--- src/core/mb_diag_pkg.sv ---
/*
 * constants, area codes, error codes and the outcome carrier for the
 * serial-gateway diagnosis block.
 * assumes a 25 MHz system clock and a frame engine that reports one
 * outcome per slot transaction.
 */
package mb_diag_pkg;
  // clock and timing
  localparam int CLK_HZ       = 25_000_000;
  localparam int POLL_UNIT_MS = 1;
  localparam int MS_CYCLES    = CLK_HZ / 1000 * POLL_UNIT_MS;
  localparam int MAX_SLOTS    = 48;

  // register byte offsets
  localparam logic [5:0] OFS_CTRL  = 6'h00;
  localparam logic [5:0] OFS_SEL   = 6'h04;
  localparam logic [5:0] OFS_CFG   = 6'h08;
  localparam logic [5:0] OFS_STLO  = 6'h0C;
  localparam logic [5:0] OFS_STHI  = 6'h10;
  localparam logic [5:0] OFS_ERR   = 6'h14;
  localparam logic [5:0] OFS_MCLO  = 6'h18;
  localparam logic [5:0] OFS_MCHI  = 6'h1C;
  localparam logic [5:0] OFS_POLL  = 6'h20;
  localparam logic [5:0] OFS_FLAGS = 6'h24;

  // control bit positions and slot config layout
  localparam int CTRL_ROLE  = 0;
  localparam int CTRL_MCEN  = 1;
  localparam int CTRL_EDGE  = 2;
  localparam int CTRL_CLRTO = 3;
  localparam int CFG_SINGLE = 3;
  localparam int CFG_SIZE   = 4;
  localparam logic [14:0] CFG_RESET = 15'h0000;

  // size limits
  localparam logic [10:0] MBIT_MIN = 11'h008, MBIT_MAX = 11'h0C8;
  localparam logic [10:0] MWRD_MIN = 11'h001, MWRD_MAX = 11'h07D;
  localparam logic [10:0] SBYT_MAX = 11'h400, SWRD_MAX = 11'h200;
  localparam logic [10:0] PDU_WRD  = 11'h07D, PDU_BIT  = 11'h7D0;

  typedef enum logic [2:0] {
    AREA_COIL_RD = 3'b000, AREA_DI_RD = 3'b001, AREA_IR_RD = 3'b010,
    AREA_HR_RD   = 3'b011, AREA_COIL_WR = 3'b100, AREA_HR_WR = 3'b101,
    AREA_DI_WR   = 3'b110, AREA_IR_WR = 3'b111
  } area_type;

  // error code table
  localparam logic [7:0] EC_OK = 8'h00, EC_FUNC = 8'h01, EC_ADDR = 8'h02;
  localparam logic [7:0] EC_VAL = 8'h03, EC_PROC = 8'h04, EC_APLEN = 8'h05;
  localparam logic [7:0] EC_PID = 8'h06, EC_BUF = 8'h07, EC_BIT = 8'h08;
  localparam logic [7:0] EC_ID = 8'h09, EC_CRC = 8'h0A, EC_LRC = 8'h0B;
  localparam logic [7:0] EC_RFC = 8'h0C, EC_RADR = 8'h0D, EC_RLEN = 8'h0E;
  localparam logic [7:0] EC_TMO = 8'h0F, EC_COLON = 8'h10, EC_CRLF = 8'h11;
  localparam logic [7:0] EC_HEX = 8'h12, EC_CNT = 8'h13, EC_HW = 8'h14;

  typedef struct packed {
    logic hw;        logic timeout;  logic colon;   logic crlf;
    logic nonhex;    logic count;    logic crc;     logic lrc;
    logic id_mis;    logic pid;      logic app_len; logic fc_mis;
    logic addr_mis;  logic len_mis;  logic buf_adr; logic bit_ofs;
  } fault_type;

  // one transaction outcome from the frame engine
  typedef struct packed {
    logic [5:0]  slot;
    logic [7:0]  func;
    logic [7:0]  exc;
    logic [10:0] len;
    fault_type   fault;
  } outcome_type;
endpackage : mb_diag_pkg

--- src/core/mb_diag.sv ---
/*
 * diagnosis and command-gating layer of a serial Modbus gateway port:
 * slot configuration checks, per-slot fault bits and error codes,
 * module-control gating and polling-time measurement, on Avalon-MM.
 * assumes a frame engine that pulses cmd_start_i when a slot command
 * goes out, outcome_valid_i with the outcome and cycle_start_i per poll.
 */
`timescale 1ns/10ps
module mb_diag #(
  parameter int NUM_SLOTS = 48,
  parameter int MS_CYC    = mb_diag_pkg::MS_CYCLES
) (
  input  wire logic                     sys_clk_i,
  input  wire logic                     nrst_i,
  input  wire logic [5:0]               avs_address_i,
  input  wire logic                     avs_read_i,
  input  wire logic                     avs_write_i,
  input  wire logic [31:0]              avs_writedata_i,
  output logic      [31:0]              avs_readdata_o,
  output logic                          avs_waitrequest_o,
  input  wire logic                     cmd_start_i,
  input  wire logic [5:0]               cmd_slot_i,
  input  wire logic                     outcome_valid_i,
  input  wire mb_diag_pkg::outcome_type outcome_i,
  input  wire logic                     cycle_start_i,
  output logic      [NUM_SLOTS-1:0]     slot_status_o,
  output logic      [NUM_SLOTS-1:0]     cmd_allow_o,
  output logic                          clear_data_o,
  output logic      [5:0]               clear_slot_o
);
  typedef struct packed {
    logic                      wait_req;
    logic [31:0]               rdata;
    logic                      role;
    logic                      mc_en;
    logic                      edge_md;
    logic                      clr_to;
    logic [5:0]                sel;
    logic [NUM_SLOTS-1:0][14:0] cfg;
    logic [NUM_SLOTS-1:0]      stat;
    logic [NUM_SLOTS-1:0][7:0] fc;
    logic [NUM_SLOTS-1:0][7:0] ec;
    logic [63:0]               mc;
    logic [NUM_SLOTS-1:0]      mc_q;
    logic [NUM_SLOTS-1:0]      pend;
    logic [NUM_SLOTS-1:0]      allow;
    logic                      clr_v;
    logic [5:0]                clr_slot;
    logic [15:0]               poll_ms;
    logic [15:0]               ms_cnt;
    logic [15:0]               div;
    logic                      cfg_rej;
  } state_type;

  state_type st;
  state_type next_st;

  // configured size legal for the port role and area
  function automatic logic size_ok(input logic role, input logic [14:0] c);
    logic [10:0] sz;
    logic        sgl;
    sz  = c[mb_diag_pkg::CFG_SIZE +: 11];
    sgl = c[mb_diag_pkg::CFG_SINGLE];
    size_ok = 1'b0;
    if (!role) begin
      case (mb_diag_pkg::area_type'(c[2:0]))
        mb_diag_pkg::AREA_COIL_RD, mb_diag_pkg::AREA_DI_RD:
          size_ok = sz >= mb_diag_pkg::MBIT_MIN && sz <= mb_diag_pkg::MBIT_MAX;
        mb_diag_pkg::AREA_IR_RD, mb_diag_pkg::AREA_HR_RD:
          size_ok = sz >= mb_diag_pkg::MWRD_MIN && sz <= mb_diag_pkg::MWRD_MAX;
        mb_diag_pkg::AREA_COIL_WR:
          size_ok = sgl || (sz >= mb_diag_pkg::MBIT_MIN &&
                            sz <= mb_diag_pkg::MBIT_MAX);
        mb_diag_pkg::AREA_HR_WR:
          size_ok = sgl || (sz >= mb_diag_pkg::MWRD_MIN &&
                            sz <= mb_diag_pkg::MWRD_MAX);
        default: size_ok = 1'b0;
      endcase
    end else begin
      case (mb_diag_pkg::area_type'(c[2:0]))
        mb_diag_pkg::AREA_COIL_RD, mb_diag_pkg::AREA_COIL_WR:
          size_ok = sz >= 11'h001 && sz <= mb_diag_pkg::SBYT_MAX;
        mb_diag_pkg::AREA_DI_WR:
          size_ok = sz >= 11'h008 && sz <= mb_diag_pkg::SBYT_MAX;
        mb_diag_pkg::AREA_HR_RD, mb_diag_pkg::AREA_IR_WR,
        mb_diag_pkg::AREA_HR_WR:
          size_ok = sz >= 11'h001 && sz <= mb_diag_pkg::SWRD_MAX;
        default: size_ok = 1'b0;
      endcase
    end
  endfunction : size_ok

  // outcome to error code; link faults first, remote exceptions last
  function automatic logic [7:0] err_code(input mb_diag_pkg::outcome_type o);
    logic big;
    big = (o.func <= 8'h02 || o.func == 8'h0F) ? o.len > mb_diag_pkg::PDU_BIT
                                               : o.len > mb_diag_pkg::PDU_WRD;
    if (o.fault.hw)            err_code = mb_diag_pkg::EC_HW;
    else if (o.fault.timeout)  err_code = mb_diag_pkg::EC_TMO;
    else if (o.fault.colon)    err_code = mb_diag_pkg::EC_COLON;
    else if (o.fault.crlf)     err_code = mb_diag_pkg::EC_CRLF;
    else if (o.fault.nonhex)   err_code = mb_diag_pkg::EC_HEX;
    else if (o.fault.count)    err_code = mb_diag_pkg::EC_CNT;
    else if (o.fault.crc)      err_code = mb_diag_pkg::EC_CRC;
    else if (o.fault.lrc)      err_code = mb_diag_pkg::EC_LRC;
    else if (o.fault.id_mis)   err_code = mb_diag_pkg::EC_ID;
    else if (o.fault.pid)      err_code = mb_diag_pkg::EC_PID;
    else if (o.fault.app_len)  err_code = mb_diag_pkg::EC_APLEN;
    else if (o.fault.fc_mis)   err_code = mb_diag_pkg::EC_RFC;
    else if (o.fault.addr_mis) err_code = mb_diag_pkg::EC_RADR;
    else if (o.fault.len_mis)  err_code = mb_diag_pkg::EC_RLEN;
    else if (o.fault.buf_adr)  err_code = mb_diag_pkg::EC_BUF;
    else if (o.fault.bit_ofs)  err_code = mb_diag_pkg::EC_BIT;
    else if (big)              err_code = mb_diag_pkg::EC_VAL;
    else if (o.exc == 8'h01)   err_code = mb_diag_pkg::EC_FUNC;
    else if (o.exc == 8'h02)   err_code = mb_diag_pkg::EC_ADDR;
    else if (o.exc == 8'h03)   err_code = mb_diag_pkg::EC_VAL;
    else if (o.exc != 8'h00)   err_code = mb_diag_pkg::EC_PROC;
    else                       err_code = mb_diag_pkg::EC_OK;
  endfunction : err_code

  logic       acc;
  logic [7:0] code;
  logic [5:0] oslot;
  logic       ms_tick;

  // next-state logic for bus, slots, gating and poll timer
  always_comb begin
    next_st = st;
    acc     = (avs_read_i || avs_write_i) && !st.wait_req;
    code    = err_code(outcome_i);
    // slave role has one external master: all faults land on slot 0
    oslot   = st.role ? 6'h00 : outcome_i.slot;
    ms_tick = st.div == 16'(MS_CYC - 1);

    // one wait cycle, then answer; back to waiting after the handshake
    next_st.wait_req = 1'b1;
    if ((avs_read_i || avs_write_i) && st.wait_req) begin
      next_st.wait_req = 1'b0;
      next_st.rdata    = 32'h0000_0000;
      if (avs_address_i == mb_diag_pkg::OFS_CTRL) begin
        next_st.rdata[3:0] = {st.clr_to, st.edge_md, st.mc_en, st.role};
      end else if (avs_address_i == mb_diag_pkg::OFS_SEL) begin
        next_st.rdata[5:0] = st.sel;
      end else if (avs_address_i == mb_diag_pkg::OFS_CFG) begin
        next_st.rdata[14:0] = st.cfg[st.sel];
      end else if (avs_address_i == mb_diag_pkg::OFS_STLO) begin
        next_st.rdata = 32'(64'(st.stat));
      end else if (avs_address_i == mb_diag_pkg::OFS_STHI) begin
        next_st.rdata = 32'(64'(st.stat) >> 32);
      end else if (avs_address_i == mb_diag_pkg::OFS_ERR) begin
        next_st.rdata[15:0] = {st.fc[st.sel], st.ec[st.sel]};
      end else if (avs_address_i == mb_diag_pkg::OFS_MCLO) begin
        next_st.rdata = st.mc[31:0];
      end else if (avs_address_i == mb_diag_pkg::OFS_MCHI) begin
        next_st.rdata = st.mc[63:32];
      end else if (avs_address_i == mb_diag_pkg::OFS_POLL) begin
        next_st.rdata[15:0] = st.poll_ms;
      end else if (avs_address_i == mb_diag_pkg::OFS_FLAGS) begin
        next_st.rdata[0] = st.cfg_rej;
      end
    end

    // register writes take effect at the completing edge
    if (acc && avs_write_i) begin
      if (avs_address_i == mb_diag_pkg::OFS_CTRL) begin
        next_st.role    = avs_writedata_i[mb_diag_pkg::CTRL_ROLE];
        next_st.mc_en   = avs_writedata_i[mb_diag_pkg::CTRL_MCEN];
        next_st.edge_md = avs_writedata_i[mb_diag_pkg::CTRL_EDGE];
        next_st.clr_to  = avs_writedata_i[mb_diag_pkg::CTRL_CLRTO];
      end else if (avs_address_i == mb_diag_pkg::OFS_SEL) begin
        if (avs_writedata_i[5:0] < 6'(NUM_SLOTS))
          next_st.sel = avs_writedata_i[5:0];
      end else if (avs_address_i == mb_diag_pkg::OFS_CFG) begin
        // illegal size leaves old config and raises the reject flag
        if (size_ok(st.role, avs_writedata_i[14:0]))
          next_st.cfg[st.sel] = avs_writedata_i[14:0];
        else
          next_st.cfg_rej = 1'b1;
      end else if (avs_address_i == mb_diag_pkg::OFS_MCLO) begin
        next_st.mc[31:0] = avs_writedata_i;
      end else if (avs_address_i == mb_diag_pkg::OFS_MCHI) begin
        next_st.mc[63:32] = avs_writedata_i;
      end else if (avs_address_i == mb_diag_pkg::OFS_FLAGS) begin
        if (avs_writedata_i[0] && next_st.cfg_rej == st.cfg_rej)
          next_st.cfg_rej = 1'b0;
      end
    end

    // command gating: level mode follows the channel, edge mode arms once
    next_st.mc_q = st.mc[NUM_SLOTS-1:0];
    for (int i = 0; i < NUM_SLOTS; i++) begin
      if (cmd_start_i && cmd_slot_i == 6'(i))
        next_st.pend[i] = 1'b0;
      if (st.mc[i] && !st.mc_q[i])
        next_st.pend[i] = 1'b1;
      if (!st.mc_en)
        next_st.allow[i] = 1'b1;
      else if (st.edge_md)
        next_st.allow[i] = next_st.pend[i];
      else
        next_st.allow[i] = st.mc[i];
    end

    // outcome bookkeeping; a good completion clears the slot
    next_st.clr_v = 1'b0;
    if (outcome_valid_i && oslot < 6'(NUM_SLOTS)) begin
      next_st.stat[oslot] = code != mb_diag_pkg::EC_OK;
      next_st.ec[oslot]   = code;
      next_st.fc[oslot]   = outcome_i.func;
      if (outcome_i.fault.timeout && st.clr_to && !st.role &&
          !st.cfg[oslot][2]) begin
        next_st.clr_v    = 1'b1;
        next_st.clr_slot = oslot;
      end
    end

    // millisecond divider and poll cycle capture, saturating
    next_st.div = ms_tick ? 16'h0000 : st.div + 16'h0001;
    if (ms_tick && st.ms_cnt != 16'hFFFF)
      next_st.ms_cnt = st.ms_cnt + 16'h0001;
    if (cycle_start_i) begin
      next_st.poll_ms = st.ms_cnt;
      next_st.ms_cnt  = 16'h0000;
      next_st.div     = 16'h0000; // whole ms from the cycle start
    end
  end

  // single state register
  always_ff @(posedge sys_clk_i or negedge nrst_i) begin
    if (!nrst_i) begin
      st          <= '0;
      st.wait_req <= 1'b1;
      st.allow    <= '1;
      for (int i = 0; i < NUM_SLOTS; i++)
        st.cfg[i] <= mb_diag_pkg::CFG_RESET;
    end else begin
      st <= next_st;
    end
  end

  assign avs_readdata_o    = st.rdata;
  assign avs_waitrequest_o = st.wait_req;
  assign slot_status_o     = st.stat;
  assign cmd_allow_o       = st.allow;
  assign clear_data_o      = st.clr_v;
  assign clear_slot_o      = st.clr_slot;

  logic wr_cfg;
  assign wr_cfg = acc && avs_write_i && avs_address_i == mb_diag_pkg::OFS_CFG;

  // outcome that lands on a slot; rising control bits arm in edge mode
  logic                 oslot_ok;
  logic [NUM_SLOTS-1:0] mc_rise;
  assign oslot_ok = outcome_valid_i && oslot < 6'(NUM_SLOTS);
  assign mc_rise  = st.mc[NUM_SLOTS-1:0] & ~st.mc_q;
endmodule : mb_diag

--- config.mk ---
export PLATFORM = sky130hd
export DESIGN_NAME = mb_diag
export DESIGN_NICKNAME = d
export VERILOG_FILES = /design/src/core/mb_diag_pkg.sv /design/src/core/mb_diag.sv
export SDC_FILE = /design/constraint.sdc
export NUM_CORES = 2
export LEC_CHECK = 0
export BUFFER_PORTS_ARGS = -buffer_cell sky130_fd_sc_hd__buf_2
export CORE_UTILIZATION = 36
export CTS_CLUSTER_DIAMETER = 30
export DETAILED_ROUTE_END_ITERATION = 6
export PLACE_DENSITY = 0.59
export SLEW_MARGIN = 15
export SYNTH_ARGS = -nofsm -noshare
export SYNTH_HDL_FRONTEND = slang
export SYNTH_SLANG_ARGS = --single-unit
--- constraint.sdc ---
create_clock -name sys_clk_i -period 3.24 [get_ports sys_clk_i]
set_input_delay 0.486 -clock sys_clk_i [delete_from_list [all_inputs] [get_ports sys_clk_i]]
set_output_delay 0.486 -clock sys_clk_i [all_outputs]
set_load 0.1 [all_outputs]
==> reports/qor.yml <==
status:
  status: "finished with violations"
  violations: "negative setup slack"
placement:
  dpl.hpwl_um: 207000
  post-place-ws_ps: -385
  gp_congestion: 0.966
  port_buffers: 235
floorplan:
  start_util_pct: 36.2
  fp.dieH_um: 466
  io_pins: 236
  num_rows: 170
  coreArea_um2: 214000
  fp.dieArea_um2: 218000
  die_w_um: 466
pwr:
  powerDensity_nw_per_um2: 719
  switching_share_pct: 27.5
  power_switching_w: 0.0195
  internal-power_w: 0.0514
  pwr-share-seq_pct: 33.4
  power_frac_comb_pct: 12.2
  p_clk_share_pct: 54.4
  max-vdd-ir-drop_mv: 0.450
  p_leak_nw: 47.1
synthesis:
  synth-compound-area-share_pct: 11.5
  synth_fp_nets: 6990
  ys_seq_elements: 1699
  yosysTopAreaCell: "dfrtp_1"
  synthesis.area_um2: 77700
  synthCells: 6888
  synth-async-reset-ratio_pct: 100
  syn_avg_cell_area_um2: 11.3
  ys_types: 84
  synth-xor-area-share_pct: 0.282
  synth_area_leaders: "dfrtp_1, mux2_2, mux2_1, nand2_1, o21ai_0"
  synth-edff-count: 0
  synthFlopType: "dfrtp_1"
  yosys_warnings: 0
  synth_top_family_by_area: "multiplexers"
  seq_area_frac_synth_pct: 54.8
  synthAdderAreaFrac_pct: 0.0322
  synth_top_area_share_pct: 53.2
  synthSimpleGateAreaFrac_pct: 10.1
  muxShareOfSynthArea_pct: 18.5
grt:
  grt_pass1_vias: 60500
  overflow: 0
  antenna_found_initial: 25
  grt_max_degree: 144
  grt_pass1_wl_um: 438000
  track_usage_pct: 27.6
cts:
  cts_buffers: 366
  clock-root-buffer: "clkbuf_16"
  clock_path_buffers: 4
  clk_pin_slew_ps: 50
  cts_tree: "built"
  clock_sinks: 1699
  htreeDepth: 5
  clock_latency_ps: 950
setup_path:
  required_ps: 4070
  rr_startpoint: "st[1801]"
  cp-startpoint: "st[1801]"
  cpPeakStageDelay_ps: 520
  setup.worst_path.start_class: "flop"
  crit_chain: "buf_4 -> nor2b_4 -> buf_12 -> nand2_1 -> o22ai_1 -> nor4_1 -> o21ai_1 -> nor2_1 -> a221o_1"
  cp_max_fo: 10
  end_kind: "flop"
  slowest_stage: "dfrtp_4"
  critPathArrivalTime_ps: 4110
  critical_path_class: "flop to flop"
route:
  dr_wl_met2_um: 135000
  drt_wl_total_um: 304000
  drcViolationCount: 0
  via_per_inst: 5.79
  top_layer: "met5"
  drtAntennaViolNets: 0
  wl_met1_um: 122000
  drt_iter0_markers: 7189
  wl_per_cell_um: 28.7
  firstDrtPassIters: 6
  vias: 61300
  dr_wl_met3_um: 28600
sta:
  holdWs_ps: 49.1
  hold_viol: 0
  skew_ps: 58.8
  finalMaxSlewViolations: 0
  setup_viol: 1
  period_share_pct: 101
  tightest_slew_ps: 1050
  max_freq_mhz: 305
  rsz0062_at_grt: "false"
  setup_ws_ps: -41.6
  relSlewSlack_pct: 29.5
  fin_crit_ps: 3280
min_path:
  hold_path_class: "primary input to flop"
  min-delay-start: "avs_write_i"
cells_and_area:
  num-nets-final: 7555
  fill_cells: 19200
  drive_gt1_share_pct: 29.2
  final_common_cell: "dfrtp_1"
  synthToLayoutAreaGrowth_pct: 27.0
  final_cell_mix: "dfrtp_1, nand2_1, o21ai_0, mux2_2, buf_4"
flow_run:
  drv_cap: 0
-- area by class of cell --
type / count / area, um2 / area share (%)
Multi-Input combinational cell: 4422 / 31500 / 32.0
Sequential cell: 1699 / 42600 / 43.2
Clock buffer: 449 / 10100 / 10.2
Antenna cell: 7 / 17.5 / 0.0178
Tap cell: 2838 / 3550 / 3.60
Timing Repair Buffer: 895 / 7920 / 8.02
Inverter: 69 / 264 / 0.268
Clock inverter: 206 / 2670 / 2.71
-- sequential cells by signal, indices dropped and copies added, names as in the netlist --
signal / count
cmd_allow_o: 48
clear_data_o: 1
avs_readdata_o: 32
st: 1515
clear_slot_o: 6
avs_waitrequest_o: 1
next_st: 48
slot_status_o: 48
-- layer usage --
metal  up-vias  track usage (%)
met4        22             15.4
met1     31600             36.1
met5         -                0
met2      3368             41.7
li1      25600                -
met3       803             7.08
-- through the flow --
step                cell area (um2)  utilization [%]  instances  TNS, ps  total power (W)
CTS                           98500             45.9      10600        0           0.0709
floorplan                     77700                -       6888        0           0.0285
detailed placement            85400             39.8       9887    -3900           0.0323
global route                  98600             46.0      10600        0           0.0727
global placement              85400             39.8       9887    -1630           0.0322
finish                        98600             46.0      10600    -41.6           0.0709
-- path summary, 6_finish.rpt --
check                                    end  slack (ps)  depth (start not counted)
setup reg to reg           avs_readdata_o[6]         -40                          9
hold reg to reg                      st[177]         370                          0
setup / recovery           avs_readdata_o[6]         -40                          9
max in group asynchronous            st[973]        1810                          3
hold / removal                         st[0]          50                          4
min in group asynchronous             st[16]          80                          2
-- kinds of logic (layout without fill, tap and decap cells) --
family          count (synthesis)  in the layout
simple gates                 1806           1806
flops                        1699           1699
compound gates               1368           1368
mux                          1221           1221
buf+inv                       767           1619
xor+xnor                       25             25
fa+ha+maj                       2              2
other cells                     0              7
-- power by group through the flow --
stage | logic (W) | clock network, W | registers, W
after floorplan | 0.00488 | 0 | 0.0236
after global placement | 0.00825 | 0 | 0.0239
after detailed placement | 0.00835 | 0 | 0.0240
after CTS | 0.00844 | 0.0388 | 0.0237
after global routing | 0.00898 | 0.0399 | 0.0238
final | 0.00862 | 0.0386 | 0.0237
-- synth_stat cells, types with 10 or more instances --
cell type,number
clkbuf_1,442
o2bb2ai_1,12
a221oi_1,136
mux2i_1,140
nand2_1,1291
or3_1,13
a21oi_1,162
nand2b_1,17
nand3_1,43
nor2b_1,27
buf_2,17
o221ai_1,30
mux2_1,480
o211ai_1,73
and2_1,10
nand4_1,21
xor2_1,16
buf_1,56
buf_6,48
a22oi_1,115
and3_1,23
mux4_2,70
a222oi_1,14
mux2_2,531
o21ai_0,558
nor2_4,48
buf_4,134
a221o_1,31
nor4_1,19
inv_1,67
nor2_1,200
dfrtp_1,1650
nor3_1,49
a31oi_1,25
a22o_1,50
o22ai_1,70
dfstp_2,49
a211oi_1,16
-- what timing repair did --
| item | 4_1_cts | 5_1_grt |
|---|---|---|
| hold endpoints to repair | 489 | 0 |
| hold buffers | 21 | 0 |
| endpoints found under the setup margin | 8 | 7 |
| setup buffers | 6 | 9 |
| pin swaps | 3 | 3 |
| resized for setup | 11 | 13 |
-- critical path, delay by kind of cell, from the launching register on --
| kind | cells | cell delay, ps |
|---|---|---|
| simple gates | 4 | 1030 |
| compound gates | 3 | 1190 |
| flops | 1 | 520 |
| buf+inv | 2 | 390 |
No activity file was read; power rests on OpenSTA's default activity.
